`src/rtl/adcsc_pkg.sv`:
```
/*
 * Shared constants and types for the converter step configuration bank:
 * register offsets, field layouts, reset values and mux encodings.
 * Assumes a 32-bit APB with byte addresses and word-aligned registers.
 */
package adcsc_pkg;

   // register byte offsets within the converter block
   localparam logic [11:0] IDLE_HIGH_OFS  = 12'h0A4;
   localparam logic [11:0] IDLE_LOW_OFS   = 12'h0A8;
   localparam logic [11:0] MASKED_IRQ_OFS = 12'h0AC;
   localparam logic [11:0] STEP_HIGH_BASE = 12'h200;
   localparam logic [11:0] STEP_LOW_BASE  = 12'h240;

   // documented number of conversion steps and word widths
   localparam int STEP_COUNT  = 16;
   localparam int WORD_W      = 16;
   localparam int LOW_USED_W  = 14;
   localparam int IRQ_W       = 5;

   // values after reset
   localparam logic [15:0] HIGH_RESET = 16'h0000;
   localparam logic [13:0] LOW_RESET  = 14'h0000;
   localparam logic [8:0]  SETTLE_RESET = 9'h000;

   // masked status bit positions
   localparam int IRQ_OVERFLOW_BIT = 0;
   localparam int IRQ_LEVEL_BIT    = 1;
   localparam int IRQ_DONE_BIT     = 2;
   localparam int IRQ_PEN_BIT      = 3;
   localparam int IRQ_BROWNOUT_BIT = 4;

   // negative input routing
   typedef enum logic {
      NEG_IN_REF,
      NEG_IN_GROUND
   } adcscNegIn_type;

   // positive reference routing, in encoding order
   typedef enum logic [1:0] {
      POS_REF_PIN,
      POS_REF_ANALOG_IN_ZERO,
      POS_REF_ANALOG_IN_TWO,
      POS_REF_ANALOG_IN_EIGHT
   } adcscPosRef_type;

   // negative reference routing, in encoding order
   typedef enum logic [1:0] {
      NEG_REF_PIN,
      NEG_REF_ANALOG_IN_ONE,
      NEG_REF_ANALOG_IN_THREE,
      NEG_REF_ANALOG_IN_NINE
   } adcscNegRef_type;

   // high word: settle [15:7], pos input [6:3], neg input [2], pos ref [1:0]
   typedef struct packed {
      logic [8:0]      settle;
      logic [3:0]      posInSel;
      adcscNegIn_type  negInSel;
      adcscPosRef_type posRefSel;
   } adcscHigh_type;

   // low word used bits: bias switches [13:2], neg ref [1:0]
   typedef struct packed {
      logic [11:0]     biasSwitches;
      adcscNegRef_type negRefSel;
   } adcscLow_type;

   // one 30-bit conversion step description
   typedef struct packed {
      adcscHigh_type hi;
      adcscLow_type  lo;
   } adcscStep_type;

endpackage : adcsc_pkg

```
`src/rtl/adcsc_step_apply.sv`:
```
/*
 * Applies either the current step's bank entry pair or the idle words to
 * the analog muxes, and holds off the pen interrupt after idle entry.
 * Assumes the sequencer drives seqIdle and stepIndex on ref_clk and that
 * adcClkEn is a one-cycle pulse per converter clock.
 */
`timescale 1ns/100ps
module adcsc_step_apply #(
   parameter int STEPS = adcsc_pkg::STEP_COUNT
) (
   input  wire logic                                 ref_clk,
   input  wire logic                                 rst_n,
   input  wire logic                                 seqIdle,
   input  wire logic [3:0]                           stepIndex,
   input  wire logic                                 adcClkEn,
   input  wire logic                                 penRaw,
   input  wire adcsc_pkg::adcscHigh_type [STEPS-1:0] stepHigh,
   input  wire adcsc_pkg::adcscLow_type  [STEPS-1:0] stepLow,
   input  wire adcsc_pkg::adcscStep_type             idleCfg,
   output adcsc_pkg::adcscStep_type                  activeCfg,
   output logic                                      penIrq
);
   import adcsc_pkg::*;

   adcscStep_type next_activeCfg;
   logic [8:0]    settleCount;
   logic [8:0]    next_settleCount;
   logic          wasIdle;
   logic          next_wasIdle;
   logic          next_penIrq;

   // route the step pair while sequencing, the idle words otherwise
   always_comb begin
      next_activeCfg = idleCfg;
      if (!seqIdle) begin
         if (32'(stepIndex) < STEPS) begin
            next_activeCfg = {stepHigh[stepIndex], stepLow[stepIndex]};
         end else begin
            next_activeCfg = '0;
         end
      end
   end

   // idle settle countdown in converter clocks; pen held off until it ends
   always_comb begin
      next_wasIdle     = seqIdle;
      next_settleCount = settleCount;
      if (seqIdle && !wasIdle) begin
         next_settleCount = idleCfg.hi.settle;
      end else if (seqIdle && adcClkEn && settleCount != 9'h000) begin
         next_settleCount = settleCount - 9'h001;
      end
      // outside idle the step bias decides, so pen passes straight
      next_penIrq = penRaw;
      if (seqIdle) begin
         next_penIrq = penRaw && wasIdle && settleCount == 9'h000;
      end
   end

   // state registers
   always_ff @(posedge ref_clk or negedge rst_n) begin
      if (!rst_n) begin
         activeCfg   <= '0;
         settleCount <= SETTLE_RESET;
         wasIdle     <= 1'b0;
         penIrq      <= 1'b0;
      end else begin
         activeCfg   <= next_activeCfg;
         settleCount <= next_settleCount;
         wasIdle     <= next_wasIdle;
         penIrq      <= next_penIrq;
      end
   end

   AST_IDLE_APPLY: assert property (@(posedge ref_clk) disable iff (!rst_n)
      seqIdle |=> activeCfg == $past(idleCfg))
      else $error("idle words not applied while idle");

   AST_STEP_APPLY: assert property (@(posedge ref_clk) disable iff (!rst_n)
      (!seqIdle && stepIndex == 4'h1) |=>
         activeCfg == {$past(stepHigh[1]), $past(stepLow[1])})
      else $error("step pair not applied during sequence");

   AST_PEN_HOLDOFF: assert property (@(posedge ref_clk) disable iff (!rst_n)
      (seqIdle && !wasIdle && idleCfg.hi.settle != 9'h000)
         |=> !penIrq ##1 !penIrq)
      else $error("pen raised before idle settle elapsed");

endmodule : adcsc_step_apply

```
`src/rtl/adcsc_ctrl_bank.sv`:
```
/*
 * Converter step configuration bank with idle words and masked status,
 * reached over APB.
 * Assumes the APB master keeps psel/pwrite/paddr/pwdata stable over both
 * phases and that latched interrupt status and mask come from outside.
 */
`timescale 1ns/100ps
module adcsc_ctrl_bank #(
   parameter int STEPS = adcsc_pkg::STEP_COUNT
) (
   input  wire logic                     ref_clk,
   input  wire logic                     rst_n,
   input  wire logic                     psel,
   input  wire logic                     penable,
   input  wire logic                     pwrite,
   input  wire logic [11:0]              paddr,
   input  wire logic [31:0]              pwdata,
   output logic      [31:0]              prdata,
   output logic                          pready,
   output logic                          pslverr,
   input  wire logic                     seqIdle,
   input  wire logic [3:0]               stepIndex,
   input  wire logic                     adcClkEn,
   input  wire logic                     penRaw,
   input  wire logic [4:0]               irqLatched,
   input  wire logic [4:0]               irqEnable,
   output adcsc_pkg::adcscStep_type      activeCfg,
   output logic                          penIrq
);
   import adcsc_pkg::*;

   // refuse step counts the 4-bit index and address map cannot serve
   if (STEPS < 1 || STEPS > STEP_COUNT) begin : gBadSteps
      $error("STEPS must lie between 1 and 16");
   end

   adcscHigh_type [STEPS-1:0] stepHigh;
   adcscLow_type  [STEPS-1:0] stepLow;
   adcscHigh_type             idleHigh;
   adcscHigh_type             next_idleHigh;
   adcscLow_type              idleLow;
   adcscLow_type              next_idleLow;
   logic [31:0]               next_prdata;
   logic                      next_pslverr;
   logic                      setupPhase;
   logic                      apbWrite;
   logic                      hitHigh;
   logic                      hitLow;
   logic                      hitIdleHigh;
   logic                      hitIdleLow;
   logic                      hitMasked;
   logic [3:0]                bankIdx;
   logic [4:0]                maskedIrq;

   // address decode; bank entries are one aligned word each
   always_comb begin
      setupPhase  = psel && !penable;
      apbWrite    = psel && penable && pwrite;
      bankIdx     = paddr[5:2];
      hitHigh     = paddr[11:6] == STEP_HIGH_BASE[11:6]
                    && 32'(bankIdx) < STEPS && paddr[1:0] == 2'b00;
      hitLow      = paddr[11:6] == STEP_LOW_BASE[11:6]
                    && 32'(bankIdx) < STEPS && paddr[1:0] == 2'b00;
      hitIdleHigh = paddr == IDLE_HIGH_OFS;
      hitIdleLow  = paddr == IDLE_LOW_OFS;
      hitMasked   = paddr == MASKED_IRQ_OFS;
      maskedIrq   = irqLatched & irqEnable;
   end

   // one high and one low entry per step, paired by index
   for (genvar i = 0; i < STEPS; i++) begin : gEntry
      adcscHigh_type next_high;
      adcscLow_type  next_low;

      always_comb begin
         next_high = stepHigh[i];
         next_low  = stepLow[i];
         if (apbWrite && hitHigh && 32'(bankIdx) == i) begin
            next_high = adcscHigh_type'(pwdata[WORD_W-1:0]);
         end
         // only 14 bits are stored, so the top two cannot read back
         if (apbWrite && hitLow && 32'(bankIdx) == i) begin
            next_low = adcscLow_type'(pwdata[LOW_USED_W-1:0]);
         end
      end

      always_ff @(posedge ref_clk or negedge rst_n) begin
         if (!rst_n) begin
            stepHigh[i] <= adcscHigh_type'(HIGH_RESET);
            stepLow[i]  <= adcscLow_type'(LOW_RESET);
         end else begin
            stepHigh[i] <= next_high;
            stepLow[i]  <= next_low;
         end
      end
   end

   // idle words; bits above each used width are not stored, low word bits 11:9 are
   always_comb begin
      next_idleHigh = idleHigh;
      next_idleLow  = idleLow;
      if (apbWrite && hitIdleHigh) begin
         next_idleHigh = adcscHigh_type'(pwdata[WORD_W-1:0]);
      end
      // word bits 11:9 are stored as given; software keeps them zero
      if (apbWrite && hitIdleLow) begin
         next_idleLow = adcscLow_type'(pwdata[LOW_USED_W-1:0]);
      end
   end

   // read data is captured in the setup phase and stands for the access
   always_comb begin
      next_prdata  = prdata;
      next_pslverr = pslverr;
      if (setupPhase) begin
         next_prdata  = 32'h0000_0000;
         next_pslverr = 1'b0;
         if (hitHigh) begin
            next_prdata[WORD_W-1:0] = stepHigh[bankIdx];
         end else if (hitLow) begin
            next_prdata[LOW_USED_W-1:0] = stepLow[bankIdx];
         end else if (hitIdleHigh) begin
            next_prdata[WORD_W-1:0] = idleHigh;
         end else if (hitIdleLow) begin
            next_prdata[LOW_USED_W-1:0] = idleLow;
         end else if (hitMasked) begin
            next_prdata[IRQ_W-1:0] = maskedIrq;
            next_pslverr = pwrite; // status is read only
         end else begin
            next_pslverr = 1'b1; // unmapped address
         end
      end
   end

   // register stage for idle words and the read path
   always_ff @(posedge ref_clk or negedge rst_n) begin
      if (!rst_n) begin
         idleHigh <= adcscHigh_type'(HIGH_RESET);
         idleLow  <= adcscLow_type'(LOW_RESET);
         prdata   <= 32'h0000_0000;
         pslverr  <= 1'b0;
      end else begin
         idleHigh <= next_idleHigh;
         idleLow  <= next_idleLow;
         prdata   <= next_prdata;
         pslverr  <= next_pslverr;
      end
   end

   // every access completes with no wait state
   assign pready = 1'b1;

   adcsc_step_apply #(
      .STEPS (STEPS)
   ) uApply (
      .ref_clk   (ref_clk),
      .rst_n     (rst_n),
      .seqIdle   (seqIdle),
      .stepIndex (stepIndex),
      .adcClkEn  (adcClkEn),
      .penRaw    (penRaw),
      .stepHigh  (stepHigh),
      .stepLow   (stepLow),
      .idleCfg   ({idleHigh, idleLow}),
      .activeCfg (activeCfg),
      .penIrq    (penIrq)
   );

   AST_HIGH_WRITE: assert property (@(posedge ref_clk) disable iff (!rst_n)
      (apbWrite && hitHigh) |=>
         stepHigh[$past(bankIdx)] == $past(pwdata[15:0]))
      else $error("high bank entry did not take written value");

   AST_LOW_WRITE: assert property (@(posedge ref_clk) disable iff (!rst_n)
      (apbWrite && hitLow) |=>
         stepLow[$past(bankIdx)] == $past(pwdata[13:0]))
      else $error("low bank entry did not take written value");

   AST_LOW_READ_TOP: assert property (@(posedge ref_clk) disable iff (!rst_n)
      (setupPhase && hitLow) |=> prdata[31:14] == 18'h00000)
      else $error("low bank read returned nonzero top bits");

   AST_HIGH_READ: assert property (@(posedge ref_clk) disable iff (!rst_n)
      (setupPhase && hitHigh) |=>
         prdata == {16'h0000, $past(stepHigh[bankIdx])})
      else $error("high bank read mismatch");

   AST_IDLE_LOW_RSVD: assert property (@(posedge ref_clk) disable iff (!rst_n)
      (setupPhase && hitIdleLow) |=> prdata[31:14] == 18'h00000)
      else $error("idle low reserved bits read nonzero");

   AST_MASKED_READ: assert property (@(posedge ref_clk) disable iff (!rst_n)
      (setupPhase && hitMasked) |=>
         prdata == {27'h0000000, $past(irqLatched & irqEnable)})
      else $error("masked status read mismatch");

   AST_UNMAPPED: assert property (@(posedge ref_clk) disable iff (!rst_n)
      (setupPhase && !(hitHigh || hitLow || hitIdleHigh || hitIdleLow
                       || hitMasked)) |=> pslverr && prdata == 32'h0)
      else $error("unmapped access not flagged");

   AST_IDLE_WRITE: assert property (@(posedge ref_clk) disable iff (!rst_n)
      (apbWrite && hitIdleHigh) |=> idleHigh == $past(pwdata[15:0])
         ##1 ($past(seqIdle) ? activeCfg.hi == $past(idleHigh) : 1'b1))
      else $error("idle high write not applied");

endmodule : adcsc_ctrl_bank

```
`config.mk`:
```
export PLATFORM = sky130hd
export DESIGN_NAME = adcsc_ctrl_bank
export DESIGN_NICKNAME = d
export VERILOG_FILES = /design/src/rtl/adcsc_pkg.sv /design/src/rtl/adcsc_step_apply.sv /design/src/rtl/adcsc_ctrl_bank.sv
export SDC_FILE = /design/constraint.sdc
export NUM_CORES = 1
export LEC_CHECK = 0
export BUFFER_PORTS_ARGS = -buffer_cell sky130_fd_sc_hd__buf_2
export CAP_MARGIN = 20
export CORE_UTILIZATION = 60
export DETAILED_ROUTE_END_ITERATION = 8
export GPL_ROUTABILITY_DRIVEN = 0
export MAX_ROUTING_LAYER = met4
export PLACE_DENSITY_LB_ADDON = 0.2
export RECOVER_POWER = 25
export SLEW_MARGIN = 10
export SYNTH_ARGS = -nofsm -noshare
export SYNTH_HDL_FRONTEND = slang
export SYNTH_SLANG_ARGS = --single-unit
```
`constraint.sdc`:
```
create_clock -name ref_clk -period 6.4 [get_ports ref_clk]
set_input_delay 0.96 -clock ref_clk [delete_from_list [all_inputs] [get_ports ref_clk]]
set_output_delay 0.96 -clock ref_clk [all_outputs]
set_load 0.1 [all_outputs]
```
* Yosys cells after proc, flatten, opt, wreduce, memory -nomap -nowiden *
Index checks and enable logic that the tools add are counted.

operators by class
  add/subtract/negate cells = 1
  multipliers = 0
  divide/modulo/power cells = 0
  $lt $le $gt $ge = 2
  equal/unequal tests = 20
  shift-type cells = 0
  multiplexer cells = 25
  bitwise gates (word level) = 1
  reductions and logical operators = 53

operator list
  operator                                                                       number
  16-bit binary-select mux with 4-bit select                                     2
  14-bit binary-select mux with 4-bit select                                     2
  14-bit 2-to-1 mux                                                              4
  16-bit 2-to-1 mux                                                              3
  1-bit logical AND                                                              46
  12-bit by 8-bit == test with 1-bit output (second input constant)              3
  4-bit == test (second input constant)                                          8
  30-bit 2-to-1 mux                                                              1
  9-bit 2-to-1 mux                                                               3
  4-bit by 3-bit == test with 1-bit output (second input constant)               4
  6-bit by 4-bit == test with 1-bit output (second input constant)               2
  4-bit by 5-bit less-than comparator with 1-bit output (second input constant)  2
  5-bit 2-to-1 mux                                                               2
  9-bit zero test                                                                1
  9-bit nonzero test                                                             1
  9-bit by 1-bit subtractor with 9-bit output (second input constant)            1
  4-bit by 2-bit == test with 1-bit output (second input constant)               2
  1-bit 2-to-1 mux                                                               6
  5-bit bitwise AND                                                              1
  4-bit by 1-bit == test with 1-bit output (second input constant)               1
  4-bit zero test                                                                1
  2-bit 2-to-1 mux                                                               2
  1-bit zero test                                                                2
  2-bit zero test                                                                1
  2-bit nonzero test                                                             1

word-level totals
  bits in registers = 568
  latch bits = 0
  bits in writable memories = 0
  memory bits (read-only) = 0
  input port bits = 66
  output and inout bits = 65
  memories = 0

* Longest topological paths before layout *
  depth in word-level cells = 6
  gate-level depth with buffers = 9
  mapped depth without buffers = 7

* Cells and area by module *
A second synthesis with hierarchy kept.

unflattened totals
  cells, all modules = 1942
  area total of the unflattened synthesis = 29869.9 um2

by module, submodules not included
  module            instances  cells an instance  area an instance (um2)  sequential area each (um2)
  adcsc_ctrl_bank   1          1551               24491.0                 13187.6
  adcsc_step_apply  1          391                5378.9                  1026.0

* Worst setup path after synthesis *
No wires, ideal clock.

  path type = input to register
  from = input stepIndex[0]
  to = register, netlist name uApply.activeCfg[29]
  data arrival time = 2.727 ns
  slack = 3.548 ns
  stages on the path = 4
  path through = buf_1 > mux4_2 > mux4_2 > mux2_2

RTL lines
  item             line                   text
  start, declared  adcsc_ctrl_bank.sv:22  input wire logic [3:0] stepIndex,

* Worst setup path after layout *
  from = input seqIdle
  to = register uApply.settleCount[6]

between the ends
  word-level cells in the longest chain between the ends = 3
  elaborated cells on any way between the ends = 5
  classes of those cells = mux (1); reduce/logical (4)

RTL lines
  item                                 line                    text
  start, declared                      adcsc_ctrl_bank.sv:21   input wire logic seqIdle,
  1-bit logical AND (2 in series)      adcsc_step_apply.sv:50  end else if (seqIdle && adcClkEn && settleCount != 9'h000) begin
  2-bit nonzero test (no source line)  n/a
  end signal, assigned                 adcsc_step_apply.sv:69  settleCount <= next_settleCount;
  end, declared                        adcsc_step_apply.sv:26  logic [8:0] settleCount;

Several ways; a longest one is shown, not always the timed one.
A chain may end at the register's enable or synchronous reset.

==> results.md <==
### Clocking
- **clock-pin slew reported for the worst setup and hold paths after clock tree synthesis** 0.06 ns
- **number of H-tree levels** 2
- **clock tree from TritonCTS** done
- **Clock Tree Buf Depth** 3
- **count of buffers added by post-CTS timing repair for setup** 0
- **number of clock buffers inserted by TritonCTS** 59
- **Sinks on Clock Net** 568
- **clock root buffer** sky130_fd_sc_hd__clkbuf_16
- **Resized cells post-CTS** 0
- **number of buffers inserted by hold repair at cts** 0
- **clock insertion delay at the later pin of the skew report** 0.63 ns

### GRT
- **maximum number of pins on one net before global-route repair** 129
- **initial antenna violation count** 1
- **wire length of the first global-routing pass** 120200 µm
- **via count of the first global-routing pass** 19030
- **grt total ovfl** 0
- **Total GRT Usage** 0.3370

### STA
- **number of slew-limit violations in the final report** 161
- **Final min period** 4.370 ns
- **Final Skew** 0.02252 ns
- **post-route clock period utilization** 0.6828
- **final setup violation count** 0
- **maximum clock frequency** 228.8 MHz
- **worst slew margin relative to its limit** -1.285
- **Final Hold Viols** 0
- **final sum of negative setup slack** 0 ns
- **Worst-Margin Slew** 3.427 ns
- **unrepaired setup endpoints after global routing** false

### Floorplan
- **Core Rows** 81
- **total core area** 48850 µm²
- **die height** 224.4 µm
- **number of top-level pins** 131
- **die width** 224.4 µm
- **effective utilization at floorplan** 0.6077
- **area of the die** 50370 µm²

### Worst setup path
- **Worst Setup End Kind** flop
- **Cell Chain, Critical Path** buf_2 > clkbuf_1 > o311ai_1 > or4_1 > xor2_1 > o21ai_1
- **max incr delay on CP** 2.24 ns
- **arrival time of the worst setup path** 4.92 ns
- **Critical Path RT** 6.95 ns
- **slowest library cell on the worst path** sky130_fd_sc_hd__clkbuf_1
- **Setup Crit Path Kind** in2reg
- **critical path startpoint category** input pin
- **largest fanout of any net on the critical path** 35

### Yosys
- **#FFs+latches synth** 568
- **fraction of registers with async set/reset** 1.000
- **Synth cell types** 66
- **number of enable-type register cells in the synthesized netlist** 0
- **Synth top area share** 0.4788
- **cell type contributing the most total cell area after synthesis** sky130_fd_sc_hd__dfrtp_1
- **sequential element share of the synthesized area** 0.4788
- **commonest cells in the synthesized netlist** sky130_fd_sc_hd__dfrtp_1 (568), sky130_fd_sc_hd__mux2_2 (536), sky130_fd_sc_hd__mux4_2 (277)
- **mean instance size in the synthesized netlist** 15.44 µm²
- **most used flip-flop cell after synthesis** sky130_fd_sc_hd__dfrtp_1
- **Area contributors post-synth** sky130_fd_sc_hd__dfrtp_1 (48%), sky130_fd_sc_hd__mux4_2 (21%), sky130_fd_sc_hd__mux2_2 (20%)
- **count leader, synth** sky130_fd_sc_hd__dfrtp_1
- **number of instances in the synthesized netlist** 1923
- **synthesized area** 29690 µm²
- **warnings from Yosys** 0

### Layout
- **fraction of final layout cells with drive strength greater than 1** 0.5428
- **Area growth syn-to-layout** 9.955%
- **number of fill cells in the layout** 3454
- **number of nets in the layout** 2020
- **final non-filler cell area** 32640 µm²

### Status
- **failing checks** design-rule violations, max-capacitance violations, max-slew violations
- **outcome** complete, but fails checks

### Route
- **DR DRC count** 4
- **post-route ant nets** 0
- **total met3 wirelength after detailed routing** 6257 µm
- **initial drt markers** 1908
- **total number of vias** 18230
- **highest routed layer** met4
- **number of iterations in the first detailed-routing pass** 8
- **average via count per standard cell** 6.842
- **wire length on met1** 32070 µm
- **wire length per cell after detailed routing** 29.65 µm
- **overall routed net length** 79000 µm
- **Met2 Routed Length** 38140 µm

### Run
- **max-cap violation count** 2

### Placement
- **cell area after placement** 30540 µm²
- **IO buf count** 97
- **detailed placement HPWL** 46210 µm

### Worst hold path
- **Worst Hold Class** reg2reg

### Pwr
- **pwr dens** 241.4 nW/µm²
- **leakage dissipation** 15.17 nW
- **Max VDD drop** 0.2092 mV

## cell families (layout without fill, tap and decap cells)
logic type / Yosys count / in the layout / share of synthesized area
muxes: 849 / 849 / 0.4260
DFF: 568 / 568 / 0.4788
buffers and inverters: 217 / 278 / 0.03557
and+or+nand+nor: 198 / 198 / 0.04004
AOI/OAI and AO/OA: 81 / 81 / 0.01686
xor gates and xnor gates: 7 / 7 / 0.002065
other: 2 / 19 / 0.0002530
adders and majority gates: 1 / 1 / 0.0004214
## final timing paths
kind	slack, ns	endpoint	depth (start not counted)	from
worst min register to register	0.47	pslverr$_DFFE_PN0P_	2	pslverr$_DFFE_PN0P_
worst max-delay path	2.03	uApply.settleCount[6]$_DFFE_PN0P_	6	seqIdle
max in group asynchronous	2.94	idleHigh[7]$_DFFE_PN0P_	1	rst_n
worst min-delay path	0.47	pslverr$_DFFE_PN0P_	2	pslverr$_DFFE_PN0P_
worst max register to register	4.15	uApply.settleCount[6]$_DFFE_PN0P_	7	uApply.settleCount[0]$_DFFE_PN0P_
min in group asynchronous	1.43	uApply.penIrq$_DFF_PN0_	1	rst_n
## layout by cell type, fill, tap and decap left out, drive strengths merged, types with 13 or more instances in the layout
cell type    n
nor3        31
a21oi       24
nand4       13
o22ai       16
dfrtp      568
o21ai       20
clkbuf      97
mux2       546
mux4       277
inv         25
mux2i       26
buf        142
nand2       50
conb        17
nor2        44
## layer usage
layer  global-route usage  vias to the layer above
li1                     -                     7443
met1               0.4582                     9765
met4               0.1181                        0
met3              0.06532                      177
met5                    -                        -
met2               0.5141                      848
## worst max-delay path: cells and delay by family
family                    cells  cell delay [ns]
AOI/OAI and AO/OA             2             0.82
xor gates and xnor gates      1             0.16
buffers and inverters         2             2.32
and+or+nand+nor               1             0.64
## area by class of cell
cell class,count,area (µm²),area share
antenna,2,5.005,0.0001533
clock buffer,93,1777,0.05443
clock inverter,14,220.2,0.006746
inverter,25,93.84,0.002875
multi-input combinational,1153,14490,0.4439
sequential,568,14210,0.4354
tap,664,830.8,0.02545
timing repair buffer,146,1011,0.03097
## through the flow
step                std cells  power (mW)  utilization  hold WS [ns]  setup slack (ns)
floorplan                1938       4.166            -        0.4701             3.548
global placement         2550       4.367       0.6252        0.4589             2.458
detailed placement       2550       4.375       0.6252        0.4606             2.411
CTS                      2657       7.921       0.6661        0.4744             3.065
global route             2664       8.111       0.6682        0.5166             1.865
finish                   2665       7.880       0.6682        0.4741             2.030
## flip-flops by register name (all words and copies together), names as in the netlist, 9 cells and up
name                flops
stepHigh              256
stepLow               224
uApply.activeCfg       30
idleHigh               16
prdata                 16
idleLow                14
uApply.settleCount      9
## power by group
part	internal (mW)	leakage, nW	switching [mW]
Combinational	0.173	6.29	0.478
Clock	2.13	0.984	1.44
Sequential	3.63	7.90	0.0329
Note: power is estimated with default switching activity, not from simulation.
